[src/design/decoder_timing_caption_params.svh]
// offsets, field positions, reset values and timing counts
`ifndef DECODER_TIMING_CAPTION_PARAMS_SVH
`define DECODER_TIMING_CAPTION_PARAMS_SVH

`define REG_BURST_DELAY    8'h19
`define REG_CONV_IF        8'h1A
`define REG_VID_TIMING     8'h1B
`define REG_CAP_STATUS     8'h1C
`define REG_CAP_DATA       8'h1D

`define RST_BURST_DELAY    8'h5D
`define RST_CONV_IF        8'h82
`define RST_VID_TIMING     8'h00
`define RST_CAP_CTRL       3'h4

`define CONV_SYNC_LOW      5
`define CONV_GAIN_DIS      4
`define CONV_CLK_SLEEP     3
`define CONV_Y_SLEEP       2
`define CONV_C_SLEEP       1
`define CONV_WHITE_CRUSH   0

`define VT_LINE_FMT        7
`define VT_ACT_FMT         6
`define VT_CLK_GATE        5
`define VT_VBI_EN          4
`define VT_VBI_ORDER       3
`define VT_VALID_FMT       2
`define VT_TAP_HI          1
`define VT_TAP_LO          0

`define CS_PARITY          7
`define CS_IRQ_MASK        6
`define CS_EXT_EN          5
`define CS_CAP_EN          4
`define CS_OVERFLOW        3
`define CS_AVAIL           2
`define CS_TYPE            1
`define CS_POSITION        0

`define CLK_PERIOD_NS      5
`define WAKE_TIME_NS       1000000000
`define LINE_PULSE_TICKS   64

`endif

[src/design/decoder_timing_caption_pkg.sv]
// types and helpers shared by the caption and timing logic
package decoder_timing_caption_pkg;

    typedef struct packed {
        logic       parity_fail;
        logic       extended;
        logic       high_byte;
        logic [7:0] value;
    } caption_entry_t;

    typedef enum logic [1:0] {
        LINE_IDLE  = 2'b01,
        LINE_PULSE = 2'b10
    } line_state_t;

    // one when the byte fails odd parity
    function automatic logic odd_parity_fail(input logic [7:0] b);
        return ~(^b);
    endfunction

endpackage

[src/design/caption_fifo_if.sv]
// push and pop signals of the caption byte queue
`timescale 1ns/100ps
`default_nettype none
interface caption_fifo_if;
    import decoder_timing_caption_pkg::*;
    logic           push;
    caption_entry_t push_entry;
    logic           pop;
    logic           full;
    logic           empty;
    caption_entry_t head;

    modport queue (input push, push_entry, pop,
                   output full, empty, head);
    modport user  (output push, push_entry, pop,
                   input full, empty, head);
endinterface
`default_nettype wire

[src/design/caption_fifo.sv]
// caption byte queue, show-ahead, flip-flop storage
`timescale 1ns/100ps
`default_nettype none
module caption_fifo #(
    parameter int DEPTH = 16
) (
    input  wire logic   clk_sys_i,
    input  wire logic   reset_i,
    input  wire logic   ce_i,
    caption_fifo_if.queue q
);
    import decoder_timing_caption_pkg::*;
    localparam int AW = $clog2(DEPTH);

    caption_entry_t   mem_q [DEPTH];
    logic [AW-1:0]    wr_q;
    logic [AW-1:0]    rd_q;
    logic [AW:0]      count_q;
    logic             do_push;
    logic             do_pop;

    assign do_push = q.push && (!q.full || do_pop);
    assign do_pop  = q.pop && !q.empty;
    assign q.full  = (count_q == (AW+1)'(DEPTH));
    assign q.empty = (count_q == '0);
    assign q.head  = mem_q[rd_q];

    always_ff @(posedge clk_sys_i) begin
        if (ce_i && do_push) begin
            mem_q[wr_q] <= q.push_entry;
        end
    end

    always_ff @(posedge clk_sys_i) begin
        if (reset_i) begin
            wr_q    <= '0;
            rd_q    <= '0;
            count_q <= '0;
        end else if (ce_i) begin
            if (do_push) begin
                wr_q <= (wr_q == AW'(DEPTH - 1)) ? '0 : wr_q + 1'b1;
            end
            if (do_pop) begin
                rd_q <= (rd_q == AW'(DEPTH - 1)) ? '0 : rd_q + 1'b1;
            end
            count_q <= count_q + (AW+1)'(do_push) - (AW+1)'(do_pop);
        end
    end

    a_count_bound: assert property (@(posedge clk_sys_i) disable iff (reset_i)
        count_q <= (AW+1)'(DEPTH))
        else $error("caption queue count above depth");
endmodule // caption_fifo
`default_nettype wire

[src/design/decoder_timing_caption_regs.sv]
// burst delay, converter, video timing and caption registers
`timescale 1ns/100ps
`default_nettype none
`include "decoder_timing_caption_params.svh"

module decoder_timing_caption_regs #(
    parameter int          FIFO_DEPTH  = 16,
    parameter int unsigned WAKE_CYCLES = `WAKE_TIME_NS / `CLK_PERIOD_NS
) (
    input  wire logic        clk_sys_i,
    input  wire logic        reset_i,
    input  wire logic        ce_i,
    input  wire logic [7:0]  reg_addr_i,
    input  wire logic [7:0]  reg_wdata_i,
    input  wire logic        reg_wr_i,
    input  wire logic        reg_rd_i,
    output logic      [7:0]  reg_rdata_o,
    output logic             reg_rvalid_o,
    input  wire logic        luma_comb_enable_i,
    input  wire logic        single_rate_clock_i,
    input  wire logic        double_rate_clock_i,
    input  wire logic        wide_mode_i,
    input  wire logic        single_rate_tick_i,
    input  wire logic        line_start_i,
    input  wire logic        horizontal_active_i,
    input  wire logic        vertical_active_i,
    input  wire logic        internal_valid_i,
    input  wire logic [15:0] video_data_i,
    input  wire logic [7:0]  blank_pixel_n_i,
    input  wire logic [7:0]  blank_pixel_n1_i,
    input  wire logic        caption_byte_valid_i,
    input  wire logic [7:0]  caption_byte_i,
    input  wire logic        caption_byte_ext_i,
    input  wire logic        caption_byte_high_i,
    output logic      [7:0]  burst_gate_delay_value_o,
    output logic             reference_drive_out_o,
    output logic             sync_threshold_low_o,
    output logic             system_clock_run_o,
    output logic             luma_conv_sleep_o,
    output logic             chroma_conv_sleep_o,
    output logic             white_crush_o,
    output logic             line_sync_out_o,
    output logic             active_pin_o,
    output logic             pixel_valid_out_o,
    output logic             qualified_clock_o,
    output logic      [15:0] pixel_data_bus_o,
    output logic      [2:0]  filter_taps_o,
    output logic             interpolate_o,
    output logic             caption_power_down_o,
    output logic             caption_irq_pin_o
);
    import decoder_timing_caption_pkg::*;

    logic [7:0]     burst_q;
    logic [7:0]     conv_q;
    logic [7:0]     vt_q;
    logic [2:0]     cap_ctrl_q;
    logic           overflow_q;
    logic [27:0]    wake_cnt_q;
    line_state_t    line_state_q;
    logic [6:0]     pulse_ticks_q;
    logic           wr_burst;
    logic           wr_conv;
    logic           wr_vt;
    logic           wr_cs;
    logic           rd_data;
    logic           active_c;
    logic           rate_clk_c;
    logic           in_blank_c;
    logic           cap_accept_c;
    logic [7:0]     status_c;
    logic [7:0]     rdata_c;
    caption_fifo_if cq ();

    assign wr_burst = reg_wr_i && (reg_addr_i == `REG_BURST_DELAY);
    assign wr_conv  = reg_wr_i && (reg_addr_i == `REG_CONV_IF);
    assign wr_vt    = reg_wr_i && (reg_addr_i == `REG_VID_TIMING);
    assign wr_cs    = reg_wr_i && (reg_addr_i == `REG_CAP_STATUS);
    assign rd_data  = reg_rd_i && (reg_addr_i == `REG_CAP_DATA);
    // control registers
    always_ff @(posedge clk_sys_i) begin
        if (reset_i) begin
            burst_q    <= `RST_BURST_DELAY;
            conv_q     <= `RST_CONV_IF;
            vt_q       <= `RST_VID_TIMING;
            cap_ctrl_q <= `RST_CAP_CTRL;
        end else if (ce_i) begin
            if (wr_burst) begin
                burst_q <= reg_wdata_i;
            end
            if (wr_conv) begin
                conv_q <= reg_wdata_i;
            end
            if (wr_vt) begin
                vt_q <= reg_wdata_i;
            end
            if (wr_cs) begin
                cap_ctrl_q <= reg_wdata_i[`CS_IRQ_MASK:`CS_CAP_EN];
            end
        end
    end
    // caption capture into the queue
    assign cap_accept_c = caption_byte_ext_i ? cap_ctrl_q[1] : cap_ctrl_q[0];
    assign cq.push = caption_byte_valid_i && cap_accept_c;
    assign cq.push_entry = '{parity_fail: odd_parity_fail(caption_byte_i),
                             extended:    caption_byte_ext_i,
                             high_byte:   caption_byte_high_i,
                             value:       caption_byte_i};
    assign cq.pop = rd_data;

    caption_fifo #(
        .DEPTH (FIFO_DEPTH)
    ) u_queue (
        .clk_sys_i (clk_sys_i),
        .reset_i   (reset_i),
        .ce_i      (ce_i),
        .q         (cq.queue)
    );
    // sticky overflow; a data read frees a slot, so no loss then
    always_ff @(posedge clk_sys_i) begin
        if (reset_i) begin
            overflow_q <= 1'b0;
        end else if (ce_i) begin
            if (cq.push && cq.full && !rd_data) begin
                overflow_q <= 1'b1;
            end else if (rd_data) begin
                overflow_q <= 1'b0;
            end
        end
    end

    always_comb begin
        status_c = {cq.head.parity_fail && !cq.empty, cap_ctrl_q,
                    overflow_q, !cq.empty,
                    cq.head.extended, cq.head.high_byte};
        unique case (reg_addr_i)
            `REG_BURST_DELAY: rdata_c = burst_q;
            `REG_CONV_IF:     rdata_c = conv_q;
            `REG_VID_TIMING:  rdata_c = vt_q;
            `REG_CAP_STATUS:  rdata_c = status_c;
            `REG_CAP_DATA:    rdata_c = cq.head.value;
            default:          rdata_c = 8'h00;
        endcase
    end
    // registered read answer
    always_ff @(posedge clk_sys_i) begin
        if (reset_i) begin
            reg_rdata_o  <= 8'h00;
            reg_rvalid_o <= 1'b0;
        end else if (ce_i) begin
            reg_rvalid_o <= reg_rd_i;
            if (reg_rd_i) begin
                reg_rdata_o <= rdata_c;
            end
        end
    end
    // converter and power outputs
    always_ff @(posedge clk_sys_i) begin
        if (reset_i) begin
            burst_gate_delay_value_o <= `RST_BURST_DELAY;
            reference_drive_out_o    <= 1'b1;
            sync_threshold_low_o     <= 1'b0;
            luma_conv_sleep_o        <= 1'b0;
            chroma_conv_sleep_o      <= 1'b1;
            white_crush_o            <= 1'b0;
            caption_power_down_o     <= 1'b1;
            caption_irq_pin_o        <= 1'b0;
        end else if (ce_i) begin
            burst_gate_delay_value_o <= burst_q;
            reference_drive_out_o    <= !conv_q[`CONV_GAIN_DIS];
            sync_threshold_low_o     <= conv_q[`CONV_SYNC_LOW];
            luma_conv_sleep_o        <= conv_q[`CONV_Y_SLEEP];
            chroma_conv_sleep_o      <= conv_q[`CONV_C_SLEEP];
            white_crush_o            <= conv_q[`CONV_WHITE_CRUSH];
            caption_power_down_o     <= (cap_ctrl_q[1:0] == 2'b00);
            caption_irq_pin_o        <= cap_ctrl_q[2] && !cq.empty;
        end
    end
    // system clock sleep and wake-up delay
    always_ff @(posedge clk_sys_i) begin
        if (reset_i) begin
            wake_cnt_q         <= '0;
            system_clock_run_o <= 1'b1;
        end else if (ce_i) begin
            if (conv_q[`CONV_CLK_SLEEP]) begin
                wake_cnt_q         <= '0;
                system_clock_run_o <= 1'b0;
            end else if (!system_clock_run_o) begin
                if (wake_cnt_q == 28'(WAKE_CYCLES - 1)) begin
                    system_clock_run_o <= 1'b1;
                end else begin
                    wake_cnt_q <= wake_cnt_q + 28'h0000001;
                end
            end
        end
    end
    // line sync pulse
    always_ff @(posedge clk_sys_i) begin
        if (reset_i) begin
            line_state_q    <= LINE_IDLE;
            pulse_ticks_q   <= '0;
            line_sync_out_o <= 1'b0;
        end else if (ce_i) begin
            unique case (line_state_q)
                LINE_IDLE: begin
                    if (line_start_i) begin
                        line_state_q    <= LINE_PULSE;
                        pulse_ticks_q   <= '0;
                        line_sync_out_o <= 1'b1;
                    end
                end
                LINE_PULSE: begin
                    if (single_rate_tick_i) begin
                        if (vt_q[`VT_LINE_FMT] ||
                            pulse_ticks_q == 7'(`LINE_PULSE_TICKS - 1)) begin
                            line_state_q    <= LINE_IDLE;
                            line_sync_out_o <= 1'b0;
                        end else begin
                            pulse_ticks_q <= pulse_ticks_q + 7'h01;
                        end
                    end
                end
            endcase
        end
    end
    // active, valid, qualified clock and data bus
    assign active_c   = vt_q[`VT_ACT_FMT] ? horizontal_active_i
                      : horizontal_active_i && vertical_active_i;
    assign rate_clk_c = wide_mode_i ? single_rate_clock_i
                      : double_rate_clock_i;
    assign in_blank_c = !vertical_active_i && vt_q[`VT_VBI_EN];

    always_ff @(posedge clk_sys_i) begin
        if (reset_i) begin
            active_pin_o      <= 1'b0;
            pixel_valid_out_o <= 1'b0;
            qualified_clock_o <= 1'b0;
            pixel_data_bus_o  <= 16'h0000;
        end else if (ce_i) begin
            active_pin_o <= active_c;
            if (!vt_q[`VT_VALID_FMT]) begin
                pixel_valid_out_o <= internal_valid_i && active_c;
                qualified_clock_o <= !rate_clk_c;
            end else begin
                pixel_valid_out_o <= internal_valid_i;
                qualified_clock_o <= rate_clk_c && internal_valid_i &&
                    (vt_q[`VT_CLK_GATE] || active_c);
            end
            if (in_blank_c) begin
                pixel_data_bus_o <= vt_q[`VT_VBI_ORDER]
                    ? {blank_pixel_n1_i, blank_pixel_n_i}
                    : {blank_pixel_n_i, blank_pixel_n1_i};
            end else begin
                pixel_data_bus_o <= video_data_i;
            end
        end
    end
    // vertical filter mode
    always_ff @(posedge clk_sys_i) begin
        if (reset_i) begin
            filter_taps_o <= 3'h2;
            interpolate_o <= 1'b0;
        end else if (ce_i) begin
            if (luma_comb_enable_i) begin
                filter_taps_o <= 3'h2 + {1'b0, vt_q[1:0]};
                interpolate_o <= 1'b0;
            end else begin
                filter_taps_o <= (vt_q[1:0] == 2'b00) ? 3'h0
                               : 3'h1 + {1'b0, vt_q[1:0]};
                interpolate_o <= 1'b1;
            end
        end
    end

    a_burst_reset: assert property (@(posedge clk_sys_i)
        $fell(reset_i) |-> burst_q == `RST_BURST_DELAY)
        else $error("burst delay reset value wrong");
    a_conv_reset: assert property (@(posedge clk_sys_i)
        $fell(reset_i) |-> conv_q == `RST_CONV_IF && chroma_conv_sleep_o)
        else $error("converter reset value wrong");
    a_ref_drive: assert property (@(posedge clk_sys_i) disable iff (reset_i)
        wr_conv && ce_i ##1 ce_i |=>
        reference_drive_out_o == !$past(reg_wdata_i[`CONV_GAIN_DIS], 2))
        else $error("reference drive does not follow gain bit");
    a_line_end: assert property (@(posedge clk_sys_i) disable iff (reset_i)
        $fell(line_sync_out_o) |->
        $past(vt_q[`VT_LINE_FMT]) ||
        $past(pulse_ticks_q) == 7'(`LINE_PULSE_TICKS - 1))
        else $error("line pulse ended early");
    a_active_fmt: assert property (@(posedge clk_sys_i) disable iff (reset_i)
        ce_i && horizontal_active_i && !vertical_active_i
        && !vt_q[`VT_ACT_FMT] |=> !active_pin_o)
        else $error("composite active ignored vertical");
    a_qualified_clock_gate: assert property (@(posedge clk_sys_i) disable iff (reset_i)
        ce_i && vt_q[`VT_VALID_FMT] && !vt_q[`VT_CLK_GATE] && !active_c
        |=> !qualified_clock_o)
        else $error("qualified clock not gated by active");
    a_byte_order: assert property (@(posedge clk_sys_i) disable iff (reset_i)
        ce_i && in_blank_c && !vt_q[`VT_VBI_ORDER] |=>
        pixel_data_bus_o[15:8] == $past(blank_pixel_n_i))
        else $error("blanking byte order wrong");
    a_irq_mask: assert property (@(posedge clk_sys_i) disable iff (reset_i)
        ce_i && !cap_ctrl_q[2] |=> !caption_irq_pin_o)
        else $error("masked caption interrupt asserted");
    a_ovf_set: assert property (@(posedge clk_sys_i) disable iff (reset_i)
        ce_i && cq.push && cq.full && !rd_data |=> overflow_q)
        else $error("lost caption byte not flagged");
    a_pop_empty: assert property (@(posedge clk_sys_i) disable iff (reset_i)
        ce_i && rd_data && $past(cq.empty) && cq.empty && !cq.push
        |=> cq.empty)
        else $error("pop on empty queue changed state");
endmodule // decoder_timing_caption_regs
`default_nettype wire

[config.mk]
export PLATFORM = sky130hd
export DESIGN_NAME = decoder_timing_caption_regs
export DESIGN_NICKNAME = d
export VERILOG_FILES = /design/src/design/decoder_timing_caption_pkg.sv /design/src/design/caption_fifo_if.sv /design/src/design/caption_fifo.sv /design/src/design/decoder_timing_caption_regs.sv
export VERILOG_INCLUDE_DIRS = /design/src /design/src/design
export SDC_FILE = /design/constraint.sdc
export NUM_CORES = 1
export LEC_CHECK = 0
export CORE_MARGIN = 2
export CORE_UTILIZATION = 25
export DETAILED_ROUTE_END_ITERATION = 6
export DONT_BUFFER_PORTS = 1
export PLACE_DENSITY = 0.49
export SLEW_MARGIN = 20
export SYNTH_ARGS = -nofsm -noshare
export SYNTH_HDL_FRONTEND = slang
export SYNTH_SLANG_ARGS = --single-unit
[constraint.sdc]
create_clock -name clk_sys_i -period 5.1 [get_ports clk_sys_i]
set_clock_uncertainty 0.1 [all_clocks]
set_input_delay 1.02 -clock clk_sys_i [delete_from_list [all_inputs] [get_ports clk_sys_i]]
set_output_delay 1.02 -clock clk_sys_i [all_outputs]
set_load 0.05 [all_outputs]
==> results by stage, run 1 <==
Routing:
- The pre-antenna-repair detailed-routing pass consisted of 5 iterations.
- The via count is slightly below 8,000.
- For this block, the initial DRC count from the detailed router was 529.
- The residual DRC count is 0.
- In this run the remaining antenna-violating nets after routing total 0.
- The aggregate routed wire length is 34.3 mm.
- The number of vias per cell is approximately 4.7.
- The detail-routed net length per standard cell is 20.3 um.

Clocking:
- TritonCTS built the clock tree.
- The clock insertion delay at the later pin of the skew report is 0.55 ns.
- The total CTS buffers is 37.
- Clock tree synthesis selected as its root buffer the cell sky130_fd_sc_hd__clkbuf_16.
- The clock passes through at most 3 buffers.
- In this run the post-CTS setup repair buffer count came out at 0.
- After clock tree synthesis, the clock-pin slew on the worst setup and hold paths is 0.05 ns.
- The number of sinks handled by clock tree synthesis is roughly 310.
- Gates resized during post-CTS repair numbered 0.
- The count of hold buffers inserted by post-cts repair is 0.
- The H-tree was split into 2 levels.

STA:
- Based on the critical path, the design can be clocked at up to a little over 0.3 GHz.
- The final number of max-transition violations came to 0.
- The tightest hold path in the finished design has a slack of slightly below 0.4 ns.
- The final number of hold-violating endpoints came to 0.
- The slew of the pin with the lowest slew margin is 0.973 ns.
- Setup violations remaining at the end of the flow were counted as 0.
- The post-route worst setup slack is 1.79 ns.
- The final clock period utilization by the worst path is 65.0%.
- The final critical path time including I/O delays and setup is ~3.3 ns.
- The worst pin sits at a relative slew slack of a little over a third.
- The total negative slack for setup checks is 0 ns.
- Setup repair after global routing left no endpoint under its margin.

GRT:
- The total overflow reported by the global router is 0.
- The total track usage is ~13%.
- The global-route wire length before repair is roughly 50 mm.
- The initial antenna violation count is 1.
- The maximum number of pins on one net before global-route repair is 94.
- The number of global-route vias before repair was around 8,000.

Worst setup path:
- The data arrival at the endpoint of the critical path is ~3.6 ns.
- The required time of the critical path is between 5 and 6 ns.
- The setup check on the worst reg-to-reg path leaves a slack of ~2.3 ns.
- The critical path's largest stage delay is approximately 0.54 ns.
- Of all nets on the critical path, the largest fanout is 3.
- The capturing element type of the critical path is a flop.
- The critical path goes through or4b_4, or4_4, nor2_1, ha_1, inv_1, ha_1, fa_1, a21oi_1, o21bai_1, xnor2_1, nand2_1, xor2_1, nor2_1.
- The worst setup path is launched from an input port.
- The worst setup path is of the input port to flop kind.
- The largest individual stage delay along the critical path comes from the cell sky130_fd_sc_hd__or4b_4.

Floorplanning:
- The die span in y is about 230 um.
- Once the floorplan was initialized, standard cells occupied 25.3% of the core.
- approximately 120 I/O pins were placed.
- The total area inside the core boundary comes to approximately 0.051 mm2.
- The number of cell rows is 83.
- The width of the die is 232 um.
- The die area is 0.0539 mm2.

Power:
- The power density relative to cell area is roughly 360 mW/mm2.
- Registers are responsible for 49.8% of the overall power.
- Power comes to 5.44 mW.
- The switching power is 1.16 mW.
- The combinational group share of total power is under 10%.
- Net switching is about a fifth of the power.
- The internal power summed over all cells is approximately 4.3 mW.
- The maximum VDD drop is between 0.00015 and 0.0002 V.
- The leakage component of the power is around 5 nW.
- The clock share of power is 48.0%.

Run:
- The reported max-cap violation count is 0.

Yosys:
- After synthesis, the netlist uses 65 different library cells.
- The most used flip-flop cell after synthesis is sky130_fd_sc_hd__edfxtp_1.
- After synthesis, the share of flip-flops with an asynchronous set or reset is 0%.
- By area the synthesized netlist is led by sky130_fd_sc_hd__edfxtp_1 (41%), sky130_fd_sc_hd__dfxtp_1 (20%), sky130_fd_sc_hd__mux4_2 (8.6%).
- The average instance in the mapped netlist occupies 13.2 um2.
- The count of flip-flops with a built-in enable after synthesis is between 150 and 200.
- The top-area cell type share of the netlist area is a little over 40%.
- The sequential fraction of the synthesis area is around three fifths.
- After synthesis the netlist holds a flip-flop and latch count of 306.
- The total of warnings raised by yosys is 0.
- The synthesized design spends more area on one cell type than any other, namely sky130_fd_sc_hd__edfxtp_1.
- Counting every instance in the synthesized netlist gives ~1,000.
- The netlist area before placement is between 0.01 and 0.015 mm2.
- The net count after synthesis is between 1,000 and 1,500.

Run status:
- The flow ran to the end, and the final reports show no timing, DRC or antenna violations.

Placement:
- The quantity of I/O buffers inserted on ports is 0.
- The global placer's final weighted congestion is about 0.79.
- The setup slack at placement is between 1 and 1.5 ns.
- The post-placement cell area is about 0.014 mm2.
- The half-perimeter wire length of the detailed placement result is about 23 mm.

Finish:
- The filler cells instantiated in the layout total 5,207.
- Summing all non-filler instances in the final layout gives an area of ~0.015 mm2.
- The number of nets in the finished design is 1,072.
- The area growth from synthesis to layout is 14.5%.
- Of the cells placed in the final design, the portion with a size suffix greater than 1 is 13.1%.
- The repair_antennas step left the layout with diodes totalling 0.

Worst hold path:
- The type of the most critical hold path is flop to flop.
-- power by group through the flow --
stage / registers (mW) / clock network [mW] / logic [mW]
after global routing: 2.71 / 2.78 / 0.136
after CTS: 2.71 / 2.67 / 0.123
after detailed placement: 2.76 / 0 / 0.123
after global placement: 2.76 / 0 / 0.123
final: 2.71 / 2.61 / 0.120
after floorplan: 2.76 / 0 / 0.111
-- routing by layer --
| metal | vias to the layer above | GRT usage, % | part of all wire [%] |
|---|---|---|---|
| li1 | 3686 | - | - |
| met1 | 3908 | 16.0 | 43 |
| met2 | 283 | 20.1 | 46 |
| met3 | 61 | 4.09 | 8.9 |
| met4 | 2 | 4.13 | 2.5 |
| met5 | - | 0 | 0.035 |
-- final cells by class --
| cell class | count | area (um2) | share of cell area (%) |
|---|---|---|---|
| inverters | 24 | 90.1 | 0.604 |
| well taps | 680 | 851 | 5.71 |
| clock inverters | 11 | 133 | 0.889 |
| repair buffers | 5 | 37.5 | 0.252 |
| flip-flops and latches | 306 | 7890 | 52.9 |
| multi-input cells | 609 | 4850 | 32.6 |
| clock buffers | 52 | 1050 | 7.07 |
-- through the flow --
step,utilization [%],instances
after floorplan,-,989
after global placement,26.7,1624
after detailed placement,26.7,1624
after CTS,29.0,1687
after global routing,29.0,1687
final,29.0,1687
-- state kept, by name, summed over array words and instances (netlist names), 3 cells and up, named ones only --
| register | cells |
|---|---|
| u_queue.mem_q | 176 |
| wake_cnt_q | 28 |
| pixel_data_bus_o | 16 |
| burst_gate_delay_value_o | 8 |
| burst_q | 8 |
| conv_q | 8 |
| reg_rdata_o | 8 |
| vt_q | 8 |
| pulse_ticks_q | 7 |
| u_queue.count_q | 5 |
| u_queue.rd_q | 4 |
| u_queue.wr_q | 4 |
| cap_ctrl_q | 3 |
| filter_taps_o | 3 |
-- cell families after synthesis --
kind of cell / after synthesis / synth area share, %
DFF: 306 / 60.6
muxes: 134 / 15.2
AOI/OAI and AO/OA: 137 / 7.02
buffers and inverters: 74 / 2.27
adders and majority gates: 16 / 1.60
and+or+nand+nor: 285 / 10.9
xor gates and xnor gates: 37 / 2.49
-- worst max-delay path: cells and delay by family --
family / cells / cell delay [ns]
buffers and inverters: 1 / 0.04
adders and majority gates: 3 / 0.75
xor gates and xnor gates: 2 / 0.27
and+or+nand+nor: 5 / 1.33
AOI/OAI and AO/OA: 2 / 0.24
-- cell usage in the layout, fill, tap and decap left out, types with 3 or more instances in the layout --
| master | count |
|---|---|
| sky130_fd_sc_hd__bufinv_16 | 3 |
| sky130_fd_sc_hd__nand4b_1 | 4 |
| sky130_fd_sc_hd__a211o_1 | 15 |
| sky130_fd_sc_hd__edfxtp_1 | 176 |
| sky130_fd_sc_hd__xor2_1 | 25 |
| sky130_fd_sc_hd__clkbuf_1 | 10 |
| sky130_fd_sc_hd__o31ai_1 | 3 |
| sky130_fd_sc_hd__o21ai_0 | 33 |
| sky130_fd_sc_hd__inv_1 | 24 |
| sky130_fd_sc_hd__a22oi_1 | 10 |
| sky130_fd_sc_hd__xnor2_1 | 11 |
| sky130_fd_sc_hd__nand2b_1 | 8 |
| sky130_fd_sc_hd__nor3_1 | 5 |
| sky130_fd_sc_hd__a21oi_1 | 32 |
| sky130_fd_sc_hd__nand2_1 | 58 |
| sky130_fd_sc_hd__or4_1 | 3 |
| sky130_fd_sc_hd__o2111ai_1 | 3 |
| sky130_fd_sc_hd__mux2i_1 | 79 |
| sky130_fd_sc_hd__clkbuf_8 | 3 |
| sky130_fd_sc_hd__and3_1 | 25 |
| sky130_fd_sc_hd__or3_1 | 9 |
| sky130_fd_sc_hd__nor2b_1 | 16 |
| sky130_fd_sc_hd__buf_4 | 5 |
| sky130_fd_sc_hd__nand4_1 | 12 |
| sky130_fd_sc_hd__dfxtp_1 | 127 |
| sky130_fd_sc_hd__a211oi_1 | 10 |
| sky130_fd_sc_hd__ha_1 | 15 |
| sky130_fd_sc_hd__nand3_1 | 15 |
| sky130_fd_sc_hd__nor2_1 | 109 |
| sky130_fd_sc_hd__mux2_2 | 5 |
| sky130_fd_sc_hd__dfxtp_2 | 3 |
| sky130_fd_sc_hd__o211ai_1 | 5 |
| sky130_fd_sc_hd__o22ai_1 | 5 |
| sky130_fd_sc_hd__nor4b_1 | 3 |
| sky130_fd_sc_hd__mux4_2 | 50 |
| sky130_fd_sc_hd__o21bai_1 | 3 |
| sky130_fd_sc_hd__clkbuf_16 | 39 |
| sky130_fd_sc_hd__clkinv_2 | 6 |
-- final timing paths --
path | start | endpoint | cells past startpoint
hold / removal | wake_cnt_q[25] | wake_cnt_q[25] | 2
setup reg to reg | u_queue.count_q[3] | u_queue.count_q[4] | 14
hold reg to reg | wake_cnt_q[25] | wake_cnt_q[25] | 2
setup / recovery | reg_addr_i[5] | u_queue.count_q[4] | 13
-- synthesized netlist by cell type (all sizes together), types with 2 or more instances --
master   number
edfxtp      176
dfxtp       130
nor2        109
mux2i        79
nand2        60
mux4         50
o21ai        35
a21oi        33
clkbuf       33
and3         25
xor2         25
inv          24
buf          17
nor2b        16
a211o        15
ha           15
nand3        15
a211oi       12
nand4        12
xnor2        12
a22oi        10
or3           9
nand2b        8
nor3          7
mux2          5
o211ai        5
o22ai         5
nand4b        4
nor4          4
o2111ai       4
or4           4
nor4b         3
o21bai        3
o31ai         3
or4b          3
a221oi        2
a31oi         2
and2          2
(Power assumes the default switching activity.)
==> run 2: changes to the inputs <==
==> constraint.sdc (replaced) <==
create_clock -name clk_sys_i -period 3.2 [get_ports clk_sys_i]
set_clock_uncertainty 0.1 [all_clocks]
set_input_delay 0.64 -clock clk_sys_i [delete_from_list [all_inputs] [get_ports clk_sys_i]]
set_output_delay 0.64 -clock clk_sys_i [all_outputs]
set_load 0.05 [all_outputs]
==> run 2 against run 1 <==
Final cell count rose by 2.5%. Via count barely moved. Sequential power rose by 59%. Non-clock buffer count rose by 41. Combinational power rose by 61%. Total power rose by 58%. First-iteration DRC count rose by 12%. Largest power group unchanged. Die area did not move. Worst hold slack got worse by 0.31 ns. Final area rose by 2.8%. Routed wire length fell by 6.6%. Utilization rose by 0.82 points.
==> results by stage, run 2 (synthesis results as in run 1) <==
Worst setup path:
- The type of origin of the critical path is an input port (unchanged).
- The capturing element type of the critical path is a flop (unchanged).
- The dominant delay contributor by cell family on the critical path is simple AND/OR/NAND/NOR gates (unchanged).
- The largest fanout of any net on the critical path was 2 (was 3).
- The sum of buffers and inverters on the critical path is 1 (unchanged).
- The cell with the largest stage delay on the worst path is sky130_fd_sc_hd__or4b_4 (unchanged).
- Critical-path cell list: or4b_4, or4_4, nor2_1, ha_1, inv_1, ha_1, fa_2, a21oi_1, o21bai_1, xnor2_1, nand2_1, xor2_1, nor2_1 (was or4b_4, or4_4, nor2_1, ha_1, inv_1, ha_1, fa_1, a21oi_1, o21bai_1, xnor2_1, nand2_1, xor2_1, nor2_1).
- The critical path's largest stage delay was 0.55 ns (was 0.54 ns).
- The required time of the critical path was 3.51 ns (was 5.42 ns).
- The data arrival at the endpoint of the critical path was 3.16 ns (was 3.64 ns).
- The critical path class is input port to flop (unchanged).

Placement:
- The half-perimeter wire length of the detailed placement result is 22.1 mm (was 23.4 mm).
- The quantity of I/O buffers inserted on ports was 0 (unchanged).
- The setup slack at placement is -0.180 ns (was 1.24 ns).
- The global placer's final weighted congestion came to 0.808 (was 0.787).

GRT:
- The global-route wire length before repair is 48.6 mm (was 50.4 mm).
- The met2 routing resource usage after global routing came to 17.9% (was 20.1%).
- The global routing's busiest layer is met2 (unchanged).
- The number of global-route vias before repair is 7,891 (was 7,811).
- The total overflow reported by the global router is 0 (unchanged).
- The routing usage on met3 is 4.00% (was 4.09%).
- The maximum number of pins on one net before global-route repair came to 94 (unchanged).
- The met1 track demand over resource is 16.0% (about the same).
- The initial antenna violation count is 1 (unchanged).
- The total track usage is 11.7% (was 12.6%).

Floorplanning:
- The die area is 0.0539 mm2 (unchanged).
- The number of cell rows came to 83 (unchanged).
- The die span in y came to 232 um (unchanged).
- The boundary pin count is 122 (unchanged).
- The placeable core region was 0.0514 mm2 (unchanged).
- The width of the die came to 232 um (unchanged).
- The initial standard-cell utilization of the core was 25.3% (unchanged).

Clocking:
- The count of hold buffers inserted by post-cts repair is 0 (unchanged).
- The number of instances resized during post-cts repair is 0 (unchanged).
- The clock insertion delay at the later pin of the skew report is 0.53 ns (was 0.55 ns).
- The clock transition at the registers of the reported paths is 0.06 ns (was 0.05 ns).
- The maximum level of the CTS H-tree is 2 (unchanged).
- The number of buffers added for setup after CTS came to 0 (unchanged).
- The total CTS buffers came to 36 (was 37).
- The number of buffers on the longest clock path is 3 (unchanged).
- The CTS tree is built (unchanged).
- The root buffer cell was sky130_fd_sc_hd__clkbuf_16 (unchanged).
- The number of sinks handled by clock tree synthesis is 306 (unchanged).

Finish:
- Top Registers: u_queue.mem_q x176, wake_cnt_q x28, pixel_data_bus_o x16 (unchanged).
- The area added between synthesis and finish came to 17.7% (was 14.5%).
- The number of nets in the finished design is 1,112 (was 1,072).
- The fraction of final layout cells with drive strength greater than 1 is 16.6% (was 13.1%).
- The filler cell count was 5,156 (was 5,207).
- Commonest cells after routing, fill and taps aside: sky130_fd_sc_hd__edfxtp_1 (176), sky130_fd_sc_hd__dfxtp_1 (127), sky130_fd_sc_hd__nor2_1 (109), sky130_fd_sc_hd__mux2i_1 (79), sky130_fd_sc_hd__nand2_1 (58) (unchanged).
- The number of flip-flops under the largest register name was 176 (unchanged).
- The commonest non-fill, non-tap cell in the layout is sky130_fd_sc_hd__edfxtp_1 (unchanged).
- The register with the most flip-flops was u_queue.mem_q (unchanged).

STA:
- The worst slew margin relative to its limit is 31.3% (was 34.8%).
- The final setup violation count is 0 (unchanged).
- The total negative slack for setup checks is 0 ns (unchanged).
- The final number of max-transition violations is 0 (unchanged).
- The final critical path time including I/O delays and setup is ~2.8 ns.
- The final critical path takes up between 80% and 90% of the cycle.
- Unrepaired setup endpoints after global routing: no (unchanged).
- The post-route worst setup slack is 0.358 ns (was 1.79 ns).
- The slew of the pin with the lowest slew margin is 1.03 ns (was 0.973 ns).
- The final number of hold-violating endpoints is 0 (unchanged).
- The top achievable clock speed is between 0.3 and 0.4 GHz.

Run:
- The reported max-cap violation count came to 0 (unchanged).

Power:
- The leakage component of the power was 5.23 nW (was 5.00 nW).
- The power density relative to cell area was 559 mW/mm2 (was 365 mW/mm2).
- The maximum VDD drop is 0.000263 V (was 0.000198 V).

Routing:
- The via count is 7,943 (was 7,940).
- The aggregate routed wire length is 32.1 mm (was 34.3 mm).
- The number of vias per cell is 4.59 (was 4.71).
- The count of TritonRoute iterations in the first routing pass is 4 (was 5).
- The final antenna-violating net count is 0 (unchanged).
- The residual DRC count is 0 (unchanged).
- The detail-routed net length per standard cell is 18.5 um (was 20.3 um).
- The violation count after the first detailed-route iteration is 595 (was 529).

Worst hold path:
- The type of the most critical hold path was input port to flop (was flop to flop).

Run status:
- Run status: finished, final reports clean (unchanged).
## run 2: cell types whose count changed in the layout (fill, tap and decap cells not counted), moves of 2 or more
cell and change:
sky130_fd_sc_hd__clkbuf_1 -4, sky130_fd_sc_hd__clkinv_1 +2, sky130_fd_sc_hd__buf_12 +11, sky130_fd_sc_hd__clkinvlp_4 +2, sky130_fd_sc_hd__buf_4 +30
## run 2: path summary, 6_finish.rpt
check,slack (ns),startpoint,depth (start not counted),endpoint
max reg2reg,0.40,u_queue.count_q[3],14,u_queue.count_q[4]
min reg2reg,0.39,wake_cnt_q[25],2,wake_cnt_q[25]
max,0.36,reg_addr_i[5],13,u_queue.count_q[4]
min,0.08,reset_i,1,caption_irq_pin_o
## run 2: area by class of cell
type / instances / area (um2) / area share (%)
Multi-Input combinational cell: 609 / 4840 / 31.6
Timing Repair Buffer: 46 / 483 / 3.15
Inverter: 24 / 90.1 / 0.588
Clock buffer: 47 / 1030 / 6.69
Clock inverter: 16 / 143 / 0.930
Antenna cell: 1 / 2.50 / 0.0163
Tap cell: 680 / 851 / 5.55
Sequential cell: 306 / 7890 / 51.5
## run 2: metal layers
layer	share of wire (%)	wire length (um)
met4	1.2	389
met2	44	14100
met5	0	0
met3	8.1	2600
met1	47	15000
## run 2: report_power, final
part / total [mW] / leakage (nW) / switching [mW] / internal (mW)
sequential: 4.32 / 2.64 / 0.106 / 4.21
clock: 4.06 / 0.572 / 1.63 / 2.43
combinational: 0.193 / 2.02 / 0.108 / 0.0851
## run 2: metrics by stage
| step | utilization (%) | hold slack [ns] | std cells | area [um2] | power [mW] |
|---|---|---|---|---|---|
| after detailed placement | 27.5 | 0.378 | 1665 | 14200 | 4.60 |
| after global routing | 29.8 | 0.0644 | 1729 | 15300 | 8.88 |
| after floorplan | - | 0.352 | 989 | 13000 | 4.57 |
| after global placement | 27.5 | 0.368 | 1665 | 14200 | 4.59 |
| after CTS | 29.8 | 0.0624 | 1728 | 15300 | 8.70 |
| final | 29.8 | 0.0829 | 1729 | 15300 | 8.57 |
